File: src/tx_datalink_pkg.sv
/*
  Constants, register indices, field layouts and types for the transmit
  datalink message sender. Assumes a single 20 MHz clock domain shared
  with the DS3 transmit framer and an AXI4-Lite register master.
*/
// How it works
// - A 0-to-1 write of the initiate bit starts one message.
// - A zero follows every five consecutive ones in stuffed bytes.
// - A 16-bit frame check sequence follows the message, before the closing flag.
// - Each framer bit request not used for a stuffed zero takes the next message bit, LSB first.
// - Busy reads 1 from the opening flag onward.
// - Busy returns to 0 once the closing flag is sent.
// - With auto-retransmit on, the message repeats once per second.
// - With auto-retransmit off, each start sends exactly one message.
// - Variable-length messages up to one byte fewer than the buffer depth are supported.
// - With transmit enabled, idle flags 0x7e fill every gap between messages.
// - The any-length bit makes the byte count set the message length.
// - Each completed message raises the completion interrupt when enabled.
// - The buffer is reached through an index register and a data register.
package tx_datalink_pkg;
  // Register indices; byte address is four times the index
  localparam logic [13:0] FRAMER_MODE_IDX = 14'h1100;
  localparam logic [13:0] MSG_CONFIG_IDX = 14'h1133;
  localparam logic [13:0] MSG_STATUS_IDX = 14'h1134;
  localparam logic [13:0] BYTE_COUNT_IDX = 14'h1183;
  localparam logic [13:0] BUF_INDEX_IDX = 14'h11c0;
  localparam logic [13:0] BUF_DATA_IDX = 14'h11c1;

  localparam int ST_INIT_BIT = 3;
  localparam int ST_BUSY_BIT = 2;
  localparam int ST_IEN_BIT = 1;
  localparam int ST_ISTAT_BIT = 0;
  localparam logic IEN_RESET = 1'b1;

  typedef struct packed {
    logic anyLength;
    logic [2:0] unused6to4;
    logic autoRetransmit;
    logic unused2;
    logic longMessage;
    logic txEnable;
  } cfg_t;
  localparam cfg_t CFG_RESET = '{default: 1'b0};
  localparam logic [7:0] CFG_WRITE_MASK = 8'h8b;

  localparam logic [7:0] FLAG_BYTE = 8'h7e;
  localparam logic [7:0] STD_LAST_SHORT = 8'h4f;
  localparam logic [7:0] STD_LAST_LONG = 8'h55;
  localparam logic [15:0] CRC_INIT = 16'hffff;
  localparam logic [15:0] CRC_POLY = 16'h8408;
  localparam logic [2:0] ONES_LIMIT = 3'h5;
  localparam logic [2:0] LAST_BIT = 3'h7;

  localparam logic [1:0] RESP_OKAY = 2'h0;
  localparam logic [1:0] RESP_SLVERR = 2'h2;

  localparam longint ONE_SEC_NS = 1000000000;
  localparam longint CLK_PERIOD_NS = 50;
  localparam int SEC_CYCLES_DEF = int'(ONE_SEC_NS / CLK_PERIOD_NS);

  typedef enum logic [2:0] {
    S_IDLE = 3'b000,
    S_OPEN = 3'b001,
    S_BODY = 3'b010,
    S_FCS1 = 3'b011,
    S_FCS2 = 3'b100,
    S_CLOSE = 3'b101,
    S_WAIT = 3'b110
  } tx_state_t;
endpackage

File: src/tx_datalink_message_sender.sv
/*
  Transmit datalink message sender: AXI4-Lite register slave, message
  buffer, zero stuffing, FCS generation and serialiser into the DS3
  datalink overhead bits. Assumes dlBitReq comes from framer logic on clk.
*/
// Added by the designer: the AXI4-Lite register port.
`timescale 1ns/1ps
module tx_datalink_message_sender #(
  parameter int BUF_DEPTH = 88,
  parameter int SEC_CYCLES = tx_datalink_pkg::SEC_CYCLES_DEF
) (
  input wire logic clk,
  input wire logic nrst,
  input wire logic [15:0] s_axi_awaddr,
  input wire logic s_axi_awvalid,
  output logic s_axi_awready,
  input wire logic [31:0] s_axi_wdata,
  input wire logic [3:0] s_axi_wstrb,
  input wire logic s_axi_wvalid,
  output logic s_axi_wready,
  output logic [1:0] s_axi_bresp,
  output logic s_axi_bvalid,
  input wire logic s_axi_bready,
  input wire logic [15:0] s_axi_araddr,
  input wire logic s_axi_arvalid,
  output logic s_axi_arready,
  output logic [31:0] s_axi_rdata,
  output logic [1:0] s_axi_rresp,
  output logic s_axi_rvalid,
  input wire logic s_axi_rready,
  input wire logic dlBitReq,
  output logic datalinkOverheadBits,
  output logic irq
);
  localparam int BUF_IW = $clog2(BUF_DEPTH);

  initial begin
    // Standard long frames index up to STD_LAST_LONG; the index register is only 8 bits
    if (BUF_DEPTH <= int'(tx_datalink_pkg::STD_LAST_LONG) || BUF_DEPTH > 255) $error("BUF_DEPTH out of range");
    if (SEC_CYCLES < 2 || SEC_CYCLES >= (1 << 25)) $error("SEC_CYCLES out of range");
  end

  // Reset release through two flops
  logic rstSync1R, rstN;
  always_ff @(posedge clk or negedge nrst) begin
    if (!nrst) begin
      rstSync1R <= 1'b0;
      rstN <= 1'b0;
    end else begin
      rstSync1R <= 1'b1;
      rstN <= rstSync1R;
    end
  end

  // AXI4-Lite write channels
  logic awHeldR, wHeldR, wrEn, wrHit;
  logic [13:0] awIdxR;
  logic [31:0] wDataR;
  logic [3:0] wStrbR;
  assign wrEn = awHeldR && wHeldR && !s_axi_bvalid;
  always_ff @(posedge clk or negedge rstN) begin
    if (!rstN) begin
      awHeldR <= 1'b0;
      wHeldR <= 1'b0;
      awIdxR <= '0;
      wDataR <= '0;
      wStrbR <= '0;
      s_axi_awready <= 1'b0;
      s_axi_wready <= 1'b0;
      s_axi_bvalid <= 1'b0;
      s_axi_bresp <= tx_datalink_pkg::RESP_OKAY;
    end else begin
      if (s_axi_awvalid && s_axi_awready) begin
        awHeldR <= 1'b1;
        awIdxR <= s_axi_awaddr[15:2];
        s_axi_awready <= 1'b0;
      end else if (!awHeldR) begin
        s_axi_awready <= 1'b1;
      end
      if (s_axi_wvalid && s_axi_wready) begin
        wHeldR <= 1'b1;
        wDataR <= s_axi_wdata;
        wStrbR <= s_axi_wstrb;
        s_axi_wready <= 1'b0;
      end else if (!wHeldR) begin
        s_axi_wready <= 1'b1;
      end
      if (wrEn) begin
        s_axi_bvalid <= 1'b1;
        s_axi_bresp <= wrHit ? tx_datalink_pkg::RESP_OKAY : tx_datalink_pkg::RESP_SLVERR;
      end else if (s_axi_bvalid && s_axi_bready) begin
        s_axi_bvalid <= 1'b0;
        awHeldR <= 1'b0;
        wHeldR <= 1'b0;
      end
    end
  end

  logic wrLane0, wrMode, wrCfg, wrStat, wrCount, wrBufIdx, wrBufData;
  assign wrLane0 = wrEn && wStrbR[0];
  assign wrMode = wrLane0 && awIdxR == tx_datalink_pkg::FRAMER_MODE_IDX;
  assign wrCfg = wrLane0 && awIdxR == tx_datalink_pkg::MSG_CONFIG_IDX;
  assign wrStat = wrLane0 && awIdxR == tx_datalink_pkg::MSG_STATUS_IDX;
  assign wrCount = wrLane0 && awIdxR == tx_datalink_pkg::BYTE_COUNT_IDX;
  assign wrBufIdx = wrLane0 && awIdxR == tx_datalink_pkg::BUF_INDEX_IDX;
  assign wrBufData = wrLane0 && awIdxR == tx_datalink_pkg::BUF_DATA_IDX;
  assign wrHit = awIdxR inside {tx_datalink_pkg::FRAMER_MODE_IDX, tx_datalink_pkg::MSG_CONFIG_IDX,
                                tx_datalink_pkg::MSG_STATUS_IDX, tx_datalink_pkg::BYTE_COUNT_IDX,
                                tx_datalink_pkg::BUF_INDEX_IDX, tx_datalink_pkg::BUF_DATA_IDX};

  // Software registers
  logic [7:0] modeR, byteCountR, bufIdxR;
  tx_datalink_pkg::cfg_t cfgR;
  logic initBitR, intEnR, intStatR, busyR, startPendR, doneEvt, rdStat, enterOpen;
  always_ff @(posedge clk or negedge rstN) begin
    if (!rstN) begin
      modeR <= '0;
      cfgR <= tx_datalink_pkg::CFG_RESET;
      byteCountR <= '0;
      bufIdxR <= '0;
      initBitR <= 1'b0;
      intEnR <= tx_datalink_pkg::IEN_RESET;
    end else begin
      if (wrMode) modeR <= wDataR[7:0];
      if (wrCfg) cfgR <= tx_datalink_pkg::cfg_t'(wDataR[7:0] & tx_datalink_pkg::CFG_WRITE_MASK);
      if (wrCount) byteCountR <= wDataR[7:0];
      if (wrBufIdx) bufIdxR <= wDataR[7:0];
      if (wrStat) begin
        initBitR <= wDataR[tx_datalink_pkg::ST_INIT_BIT];
        intEnR <= wDataR[tx_datalink_pkg::ST_IEN_BIT];
      end
    end
  end

  // Start request; cleared when the opening flag begins
  always_ff @(posedge clk or negedge rstN) begin
    if (!rstN) startPendR <= 1'b0;
    else if (wrStat && wDataR[tx_datalink_pkg::ST_INIT_BIT] && !initBitR) startPendR <= 1'b1;
    else if (enterOpen || !cfgR.txEnable) startPendR <= 1'b0;
  end

  // Completion status: set beats clear-on-read and write-one-to-clear
  always_ff @(posedge clk or negedge rstN) begin
    if (!rstN) intStatR <= 1'b0;
    else if (doneEvt) intStatR <= 1'b1;
    else if (rdStat || (wrStat && wDataR[tx_datalink_pkg::ST_ISTAT_BIT])) intStatR <= 1'b0;
  end

  always_ff @(posedge clk or negedge rstN) begin
    if (!rstN) irq <= 1'b0;
    else irq <= intStatR && intEnR;
  end

  // Message buffer
  logic [7:0] bufMem [BUF_DEPTH];
  for (genvar i = 0; i < BUF_DEPTH; i++) begin : gBuf
    always_ff @(posedge clk or negedge rstN) begin
      if (!rstN) bufMem[i] <= '0;
      else if (wrBufData && bufIdxR == 8'(i)) bufMem[i] <= wDataR[7:0];
    end
  end

  // AXI4-Lite read channel
  logic [7:0] rdByte;
  logic rdHit;
  logic [13:0] arIdx;
  assign arIdx = s_axi_araddr[15:2];
  assign rdStat = s_axi_arvalid && s_axi_arready && arIdx == tx_datalink_pkg::MSG_STATUS_IDX;
  always_comb begin
    rdByte = '0;
    rdHit = 1'b1;
    case (arIdx)
      tx_datalink_pkg::FRAMER_MODE_IDX: rdByte = modeR;
      tx_datalink_pkg::MSG_CONFIG_IDX: rdByte = cfgR;
      tx_datalink_pkg::MSG_STATUS_IDX: rdByte = {4'h0, initBitR, busyR, intEnR, intStatR};
      tx_datalink_pkg::BYTE_COUNT_IDX: rdByte = byteCountR;
      tx_datalink_pkg::BUF_INDEX_IDX: rdByte = bufIdxR;
      tx_datalink_pkg::BUF_DATA_IDX: rdByte = (bufIdxR < 8'(BUF_DEPTH)) ? bufMem[bufIdxR[BUF_IW-1:0]] : 8'h00;
      default: rdHit = 1'b0;
    endcase
  end

  always_ff @(posedge clk or negedge rstN) begin
    if (!rstN) begin
      s_axi_arready <= 1'b0;
      s_axi_rvalid <= 1'b0;
      s_axi_rdata <= '0;
      s_axi_rresp <= tx_datalink_pkg::RESP_OKAY;
    end else if (s_axi_arvalid && s_axi_arready) begin
      s_axi_arready <= 1'b0;
      s_axi_rvalid <= 1'b1;
      s_axi_rdata <= {24'h0, rdByte};
      s_axi_rresp <= rdHit ? tx_datalink_pkg::RESP_OKAY : tx_datalink_pkg::RESP_SLVERR;
    end else if (s_axi_rvalid && s_axi_rready) begin
      s_axi_rvalid <= 1'b0;
    end else if (!s_axi_rvalid) begin
      s_axi_arready <= 1'b1;
    end
  end

  // Serialiser
  tx_datalink_pkg::tx_state_t stateR, stateNxt;
  logic [7:0] shiftR, byteNxt, idxR, idxNxt, lastIdx;
  logic [2:0] bitCntR, onesR;
  logic [15:0] crcR, crcNxt;
  logic [24:0] secCntR;
  logic stuffing, insertZero, bitTake, byteEnd, secDone;

  // Standard frames have a fixed size; any-length uses the byte count
  assign lastIdx = cfgR.anyLength ? ((byteCountR < 8'(BUF_DEPTH)) ? byteCountR : 8'(BUF_DEPTH - 1))
                 : (cfgR.longMessage ? tx_datalink_pkg::STD_LAST_LONG : tx_datalink_pkg::STD_LAST_SHORT);
  // A zero owed after trailing FCS ones still goes out before the closing flag
  assign stuffing = stateR inside {tx_datalink_pkg::S_BODY, tx_datalink_pkg::S_FCS1, tx_datalink_pkg::S_FCS2} ||
                    (stateR == tx_datalink_pkg::S_CLOSE && bitCntR == 3'h0);
  assign insertZero = stuffing && onesR == tx_datalink_pkg::ONES_LIMIT;
  assign bitTake = dlBitReq && cfgR.txEnable && !insertZero;
  assign byteEnd = bitTake && bitCntR == tx_datalink_pkg::LAST_BIT;
  assign crcNxt = {1'b0, crcR[15:1]} ^ ((crcR[0] ^ shiftR[0]) ? tx_datalink_pkg::CRC_POLY : 16'h0000);
  assign secDone = secCntR == 25'(SEC_CYCLES - 1);
  assign enterOpen = byteEnd && stateNxt == tx_datalink_pkg::S_OPEN;
  assign doneEvt = byteEnd && stateR == tx_datalink_pkg::S_CLOSE;

  always_comb begin
    stateNxt = stateR;
    byteNxt = tx_datalink_pkg::FLAG_BYTE;
    idxNxt = idxR;
    case (stateR)
      tx_datalink_pkg::S_IDLE: begin
        if (startPendR) begin
          stateNxt = tx_datalink_pkg::S_OPEN;
          byteNxt = bufMem[0];
          idxNxt = '0;
        end
      end
      tx_datalink_pkg::S_WAIT: begin
        if (startPendR || (cfgR.autoRetransmit && secDone)) begin
          stateNxt = tx_datalink_pkg::S_OPEN;
          byteNxt = bufMem[0];
          idxNxt = '0;
        end else if (!cfgR.autoRetransmit) begin
          stateNxt = tx_datalink_pkg::S_IDLE;
        end
      end
      tx_datalink_pkg::S_OPEN: begin
        stateNxt = tx_datalink_pkg::S_BODY;
        byteNxt = bufMem[1];
        idxNxt = 8'h01;
      end
      tx_datalink_pkg::S_BODY: begin
        if (idxR >= lastIdx) begin
          stateNxt = tx_datalink_pkg::S_FCS1;
          byteNxt = ~crcNxt[7:0];
        end else begin
          idxNxt = idxR + 8'h01;
          byteNxt = bufMem[idxNxt[BUF_IW-1:0]];
        end
      end
      tx_datalink_pkg::S_FCS1: begin
        stateNxt = tx_datalink_pkg::S_FCS2;
        byteNxt = ~crcR[15:8];
      end
      tx_datalink_pkg::S_FCS2: stateNxt = tx_datalink_pkg::S_CLOSE;
      tx_datalink_pkg::S_CLOSE: stateNxt = cfgR.autoRetransmit ? tx_datalink_pkg::S_WAIT : tx_datalink_pkg::S_IDLE;
      default: stateNxt = tx_datalink_pkg::S_IDLE;
    endcase
  end

  // Byte sequencing; disabling drops any frame in flight
  always_ff @(posedge clk or negedge rstN) begin
    if (!rstN) begin
      stateR <= tx_datalink_pkg::S_IDLE;
      shiftR <= tx_datalink_pkg::FLAG_BYTE;
      bitCntR <= '0;
      idxR <= '0;
    end else if (!cfgR.txEnable) begin
      stateR <= tx_datalink_pkg::S_IDLE;
      shiftR <= tx_datalink_pkg::FLAG_BYTE;
      bitCntR <= '0;
    end else if (bitTake) begin
      bitCntR <= bitCntR + 3'h1;
      if (byteEnd) begin
        stateR <= stateNxt;
        shiftR <= byteNxt;
        idxR <= idxNxt;
      end else begin
        shiftR <= {1'b0, shiftR[7:1]};
      end
    end
  end

  always_ff @(posedge clk or negedge rstN) begin
    if (!rstN) onesR <= '0;
    else if (!cfgR.txEnable) onesR <= '0;
    // Owed zero waits for a bit slot; slots may be several cycles apart
    else if (dlBitReq) begin
      if (!stuffing || insertZero) onesR <= '0;
      else onesR <= shiftR[0] ? onesR + 3'h1 : 3'h0;
    end
  end

  always_ff @(posedge clk or negedge rstN) begin
    if (!rstN) crcR <= tx_datalink_pkg::CRC_INIT;
    else if (enterOpen) crcR <= tx_datalink_pkg::CRC_INIT;
    else if (bitTake && stateR == tx_datalink_pkg::S_BODY) crcR <= crcNxt;
  end

  // Line idles high while disabled
  always_ff @(posedge clk or negedge rstN) begin
    if (!rstN) datalinkOverheadBits <= 1'b1;
    else if (!cfgR.txEnable) datalinkOverheadBits <= 1'b1;
    else if (dlBitReq) datalinkOverheadBits <= insertZero ? 1'b0 : shiftR[0];
  end

  always_ff @(posedge clk or negedge rstN) begin
    if (!rstN) busyR <= 1'b0;
    else if (enterOpen) busyR <= 1'b1;
    else if (doneEvt || !cfgR.txEnable) busyR <= 1'b0;
  end

  // Interval measured from each opening flag
  always_ff @(posedge clk or negedge rstN) begin
    if (!rstN) secCntR <= '0;
    else if (enterOpen) secCntR <= '0;
    else if (!secDone) secCntR <= secCntR + 25'h1;
  end
endmodule

File: config.mk
export PLATFORM = sky130hd
export DESIGN_NAME = tx_datalink_message_sender
export DESIGN_NICKNAME = d
export VERILOG_FILES = /design/src/tx_datalink_pkg.sv /design/src/tx_datalink_message_sender.sv
export SDC_FILE = /design/constraint.sdc
export NUM_CORES = 2
export LEC_CHECK = 0
export ABC_CLOCK_PERIOD_IN_PS = 65200
export BUFFER_PORTS_ARGS = -buffer_cell sky130_fd_sc_hd__buf_4
export CORE_ASPECT_RATIO = 1.5
export CORE_MARGIN = 1
export CORE_UTILIZATION = 35
export CTS_BUF_LIST = sky130_fd_sc_hd__clkbuf_4 sky130_fd_sc_hd__clkbuf_8 sky130_fd_sc_hd__clkbuf_16
export CTS_CLUSTER_SIZE = 30
export DETAILED_ROUTE_END_ITERATION = 7
export GPL_TIMING_DRIVEN = 0
export PLACE_DENSITY = 0.56
export SKIP_CTS_REPAIR_TIMING = 1
export SYNTH_ARGS = -nofsm -noshare
export SYNTH_HDL_FRONTEND = slang
export SYNTH_SLANG_ARGS = --single-unit
File: constraint.sdc
create_clock -name clk -period 65.2 [get_ports clk]
set_clock_uncertainty 0.05 [all_clocks]
set_input_delay 13.04 -clock clk [delete_from_list [all_inputs] [get_ports clk]]
set_output_delay 13.04 -clock clk [all_outputs]
set_load 0.02 [all_outputs]
==> flow_summary.ini <==
[status]
status = complete, but fails checks
violations = max-capacitance violations, max-slew violations

[layout]
fillCellCount = 12047
final_area_mm2 = 0.0520
drive_gt1_share_pct = 46.5
fin_nets = 3435
syn_to_final_growth_pct = 13.5

[power_and_ir_drop]
pwr-share-comb_pct = 13.3
p_sw_w = 0.000374
vdd_ir_drop_max_mv = 0.0218
cellInternalPower_w = 0.000874
swShare_pct = 30.0
p_clk_share_pct = 42.9
p_leak_nw = 22.7
powerDensity_mw_per_mm2 = 24.0
pwr-share-seq_pct = 43.8

[yosys]
synth_flop_cell = dfrtp_1
yosysWarnings = 0
synth-edff-count = 0
syn_area_mm2 = 0.0458
synth_top_area_share_pct = 44.9
synthCells = 3152
synthArstFlopShare_pct = 100
yosysTopAreaCell = dfrtp_1
synth.area.top_cells = dfrtp_1, mux4_2, mux2_2, mux2_4, mux2i_1
netlist_top_cells_count = dfrtp_1, mux2_2, mux4_2, clkbuf_1, nand2_1
synth_most_common_cell = dfrtp_1
syn_avg_cell_area_um2 = 14.5
yosysUniqueCellTypes = 81
synth_seq_cells = 847
synth.yosys.seq_area_share_pct = 46.3

[clock_tree]
cts_tree = built
clockRootBuffer = clkbuf_16
cts_buffer_depth = 3
clk_pin_slew_worst_paths_ns = 0.06
htreeDepth = 3
clock_latency_ns = 0.72
cts_sinks = 847
cts_buffers = 87

[placement]
gp_congestion = 0.967
place_area_mm2 = 0.0489
io_buffers = 61
hpwlAfterDp_mm = 122

[worst_setup_path]
crit_path_max_fanout = 9
crit_path_end_kind = flip-flop
slowest_delay_ns = 0.93
worstSetupStartpointType = input port
crit_family = simple AND/OR/NAND/NOR gates
arrival_ns = 16.04
path_buf_inv = 1
reg2reg_slack_ns = 59.61
slowest_stage = nor3_1
crit_type = input port to flip-flop
cp_cell_sequence = buf_4 -> nor4b_1 -> nand3_1 -> nor3_1 -> nor4_1 -> a21oi_1 -> a22o_1 -> or3_1
cp.required_ns = 65.81

[drt]
drc_errors = 0
antenna_left = 0
drt_iter0_drc = 2487
wl_mm = 164
vias = 30519
routedWlPerCell_um = 31.8
drt_first_pass_iters = 8
vias_per_cell = 5.94

[floorplan]
placementRows = 162
die_area_mm2 = 0.132
die_w_um = 297
fp.dieH_um = 445
placeableCoreArea_mm2 = 0.130
start_util_pct = 35.3
num_io_pins = 119

[sta]
slew_headroom_pct = -6.41
slew_viol_final = 30
finalCritPeriodShare_pct = 23.7
min_period_ns = 15.44
setup_tns_ns = 0
finalHoldViolations = 0
max_clock_freq_mhz = 64.8
tightest_slew_ns = 1.60
rsz0062_at_grt = false
finalSetupViolCount = 0

[run]
cap_violations = 5

[grt]
antenna_found_initial = 10
track_usage_pct = 24.8
grt_pass1_vias = 31734
overflow = 0
grt_max_degree = 70
grt_pass1_wl_mm = 236

[worst_hold_path]
min_path_type = flip-flop to flip-flop
cells by family after synthesis:
logic type	after synthesis	synth area share (%)
mux	1231	40.3
simple gates	476	5.80
other cells	2	0.0164
compound gates	255	3.79
fa+ha+maj	15	0.410
xor+xnor	35	0.669
flops	847	46.3
buf+inv	291	2.68
cell type report:
cell class / instances / area (um2) / share of cell area [%]
Multi-Input combinational cell: 2040 / 23500 / 45.2
Sequential cell: 847 / 21200 / 40.8
Clock buffer: 131 / 2700 / 5.19
Tap cell: 1722 / 2150 / 4.14
Buffer: 258 / 1110 / 2.14
Timing Repair Buffer: 77 / 878 / 1.69
Clock inverter: 27 / 303 / 0.582
Inverter: 33 / 124 / 0.238
Antenna cell: 1 / 2.50 / 0.00481
layout by cell type, fill, tap and decap left out, types with 25 or more instances in the layout:
cell type / count
clkbuf_16: 89
a21oi_1: 43
mux4_2: 399
nor2_2: 78
buf_4: 87
conb_1: 28
inv_1: 31
buf_1: 43
clkbuf_8: 25
mux2_2: 699
nand2_1: 123
nand3_1: 33
nor2_1: 82
mux2_4: 56
dfrtp_1: 822
nor3_1: 29
mux2i_1: 77
clkbuf_1: 161
o21ai_0: 58
state kept, by name, summed over array words and instances, names as in the netlist, 4 cells and up:
signal       count
bufMem         704
secCntR         25
crcR            16
awIdxR          14
bufIdxR          8
byteCountR       8
idxR             8
modeR            8
s_axi_rdata      8
shiftR           8
wDataR           8
cfgR             4
stage by stage:
step | hold slack [ns] | total power, W | worst slack (ns) | utilization (%) | instances
2_1_floorplan | 0.281 | 0.000631 | 39.83 | - | 3178
3_5_place_dp | 0.289 | 0.000719 | 49.07 | 37.7 | 4976
3_3_place_gp | 0.288 | 0.000717 | 28.64 | 37.4 | 4961
5_1_grt | 0.321 | 0.00128 | 49.55 | 40.0 | 5135
6_report | 0.300 | 0.00125 | 49.76 | 40.0 | 5136
4_1_cts | 0.303 | 0.00125 | 49.78 | 40.0 | 5134
worst paths after layout:
| check | startpoint | to | cells past startpoint |
|---|---|---|---|
| min in group asynchronous | rstN | bufMem[266] | 0 |
| max in group asynchronous | nrst | rstN | 1 |
| min | rstSync1R | rstN | 0 |
| max reg2reg | idxR[1] | shiftR[0] | 9 |
| max | s_axi_araddr[13] | s_axi_rdata[2] | 8 |
| min reg2reg | rstSync1R | rstN | 0 |
routing by layer:
layer / part of all wire [%] / wire (um) / track usage, %
met4: 9.0 / 14800 / 19.4
met5: 0.034 / 55 / 0
met3: 6.0 / 9840 / 4.83
met2: 50 / 81400 / 42.4
met1: 35 / 57500 / 27.1
power groups by stage:
| stage | Sequential, W | Clock (W) | Combinational (W) |
|---|---|---|---|
| after detailed placement | 0.000556 | 0 | 0.000163 |
| after CTS | 0.000546 | 0.000543 | 0.000164 |
| after global placement | 0.000567 | 0 | 0.000150 |
| final | 0.000547 | 0.000535 | 0.000166 |
| after global routing | 0.000548 | 0.000561 | 0.000175 |
| after floorplan | 0.000561 | 0 | 0.0000696 |
Power figures use the tool's default switching activity.
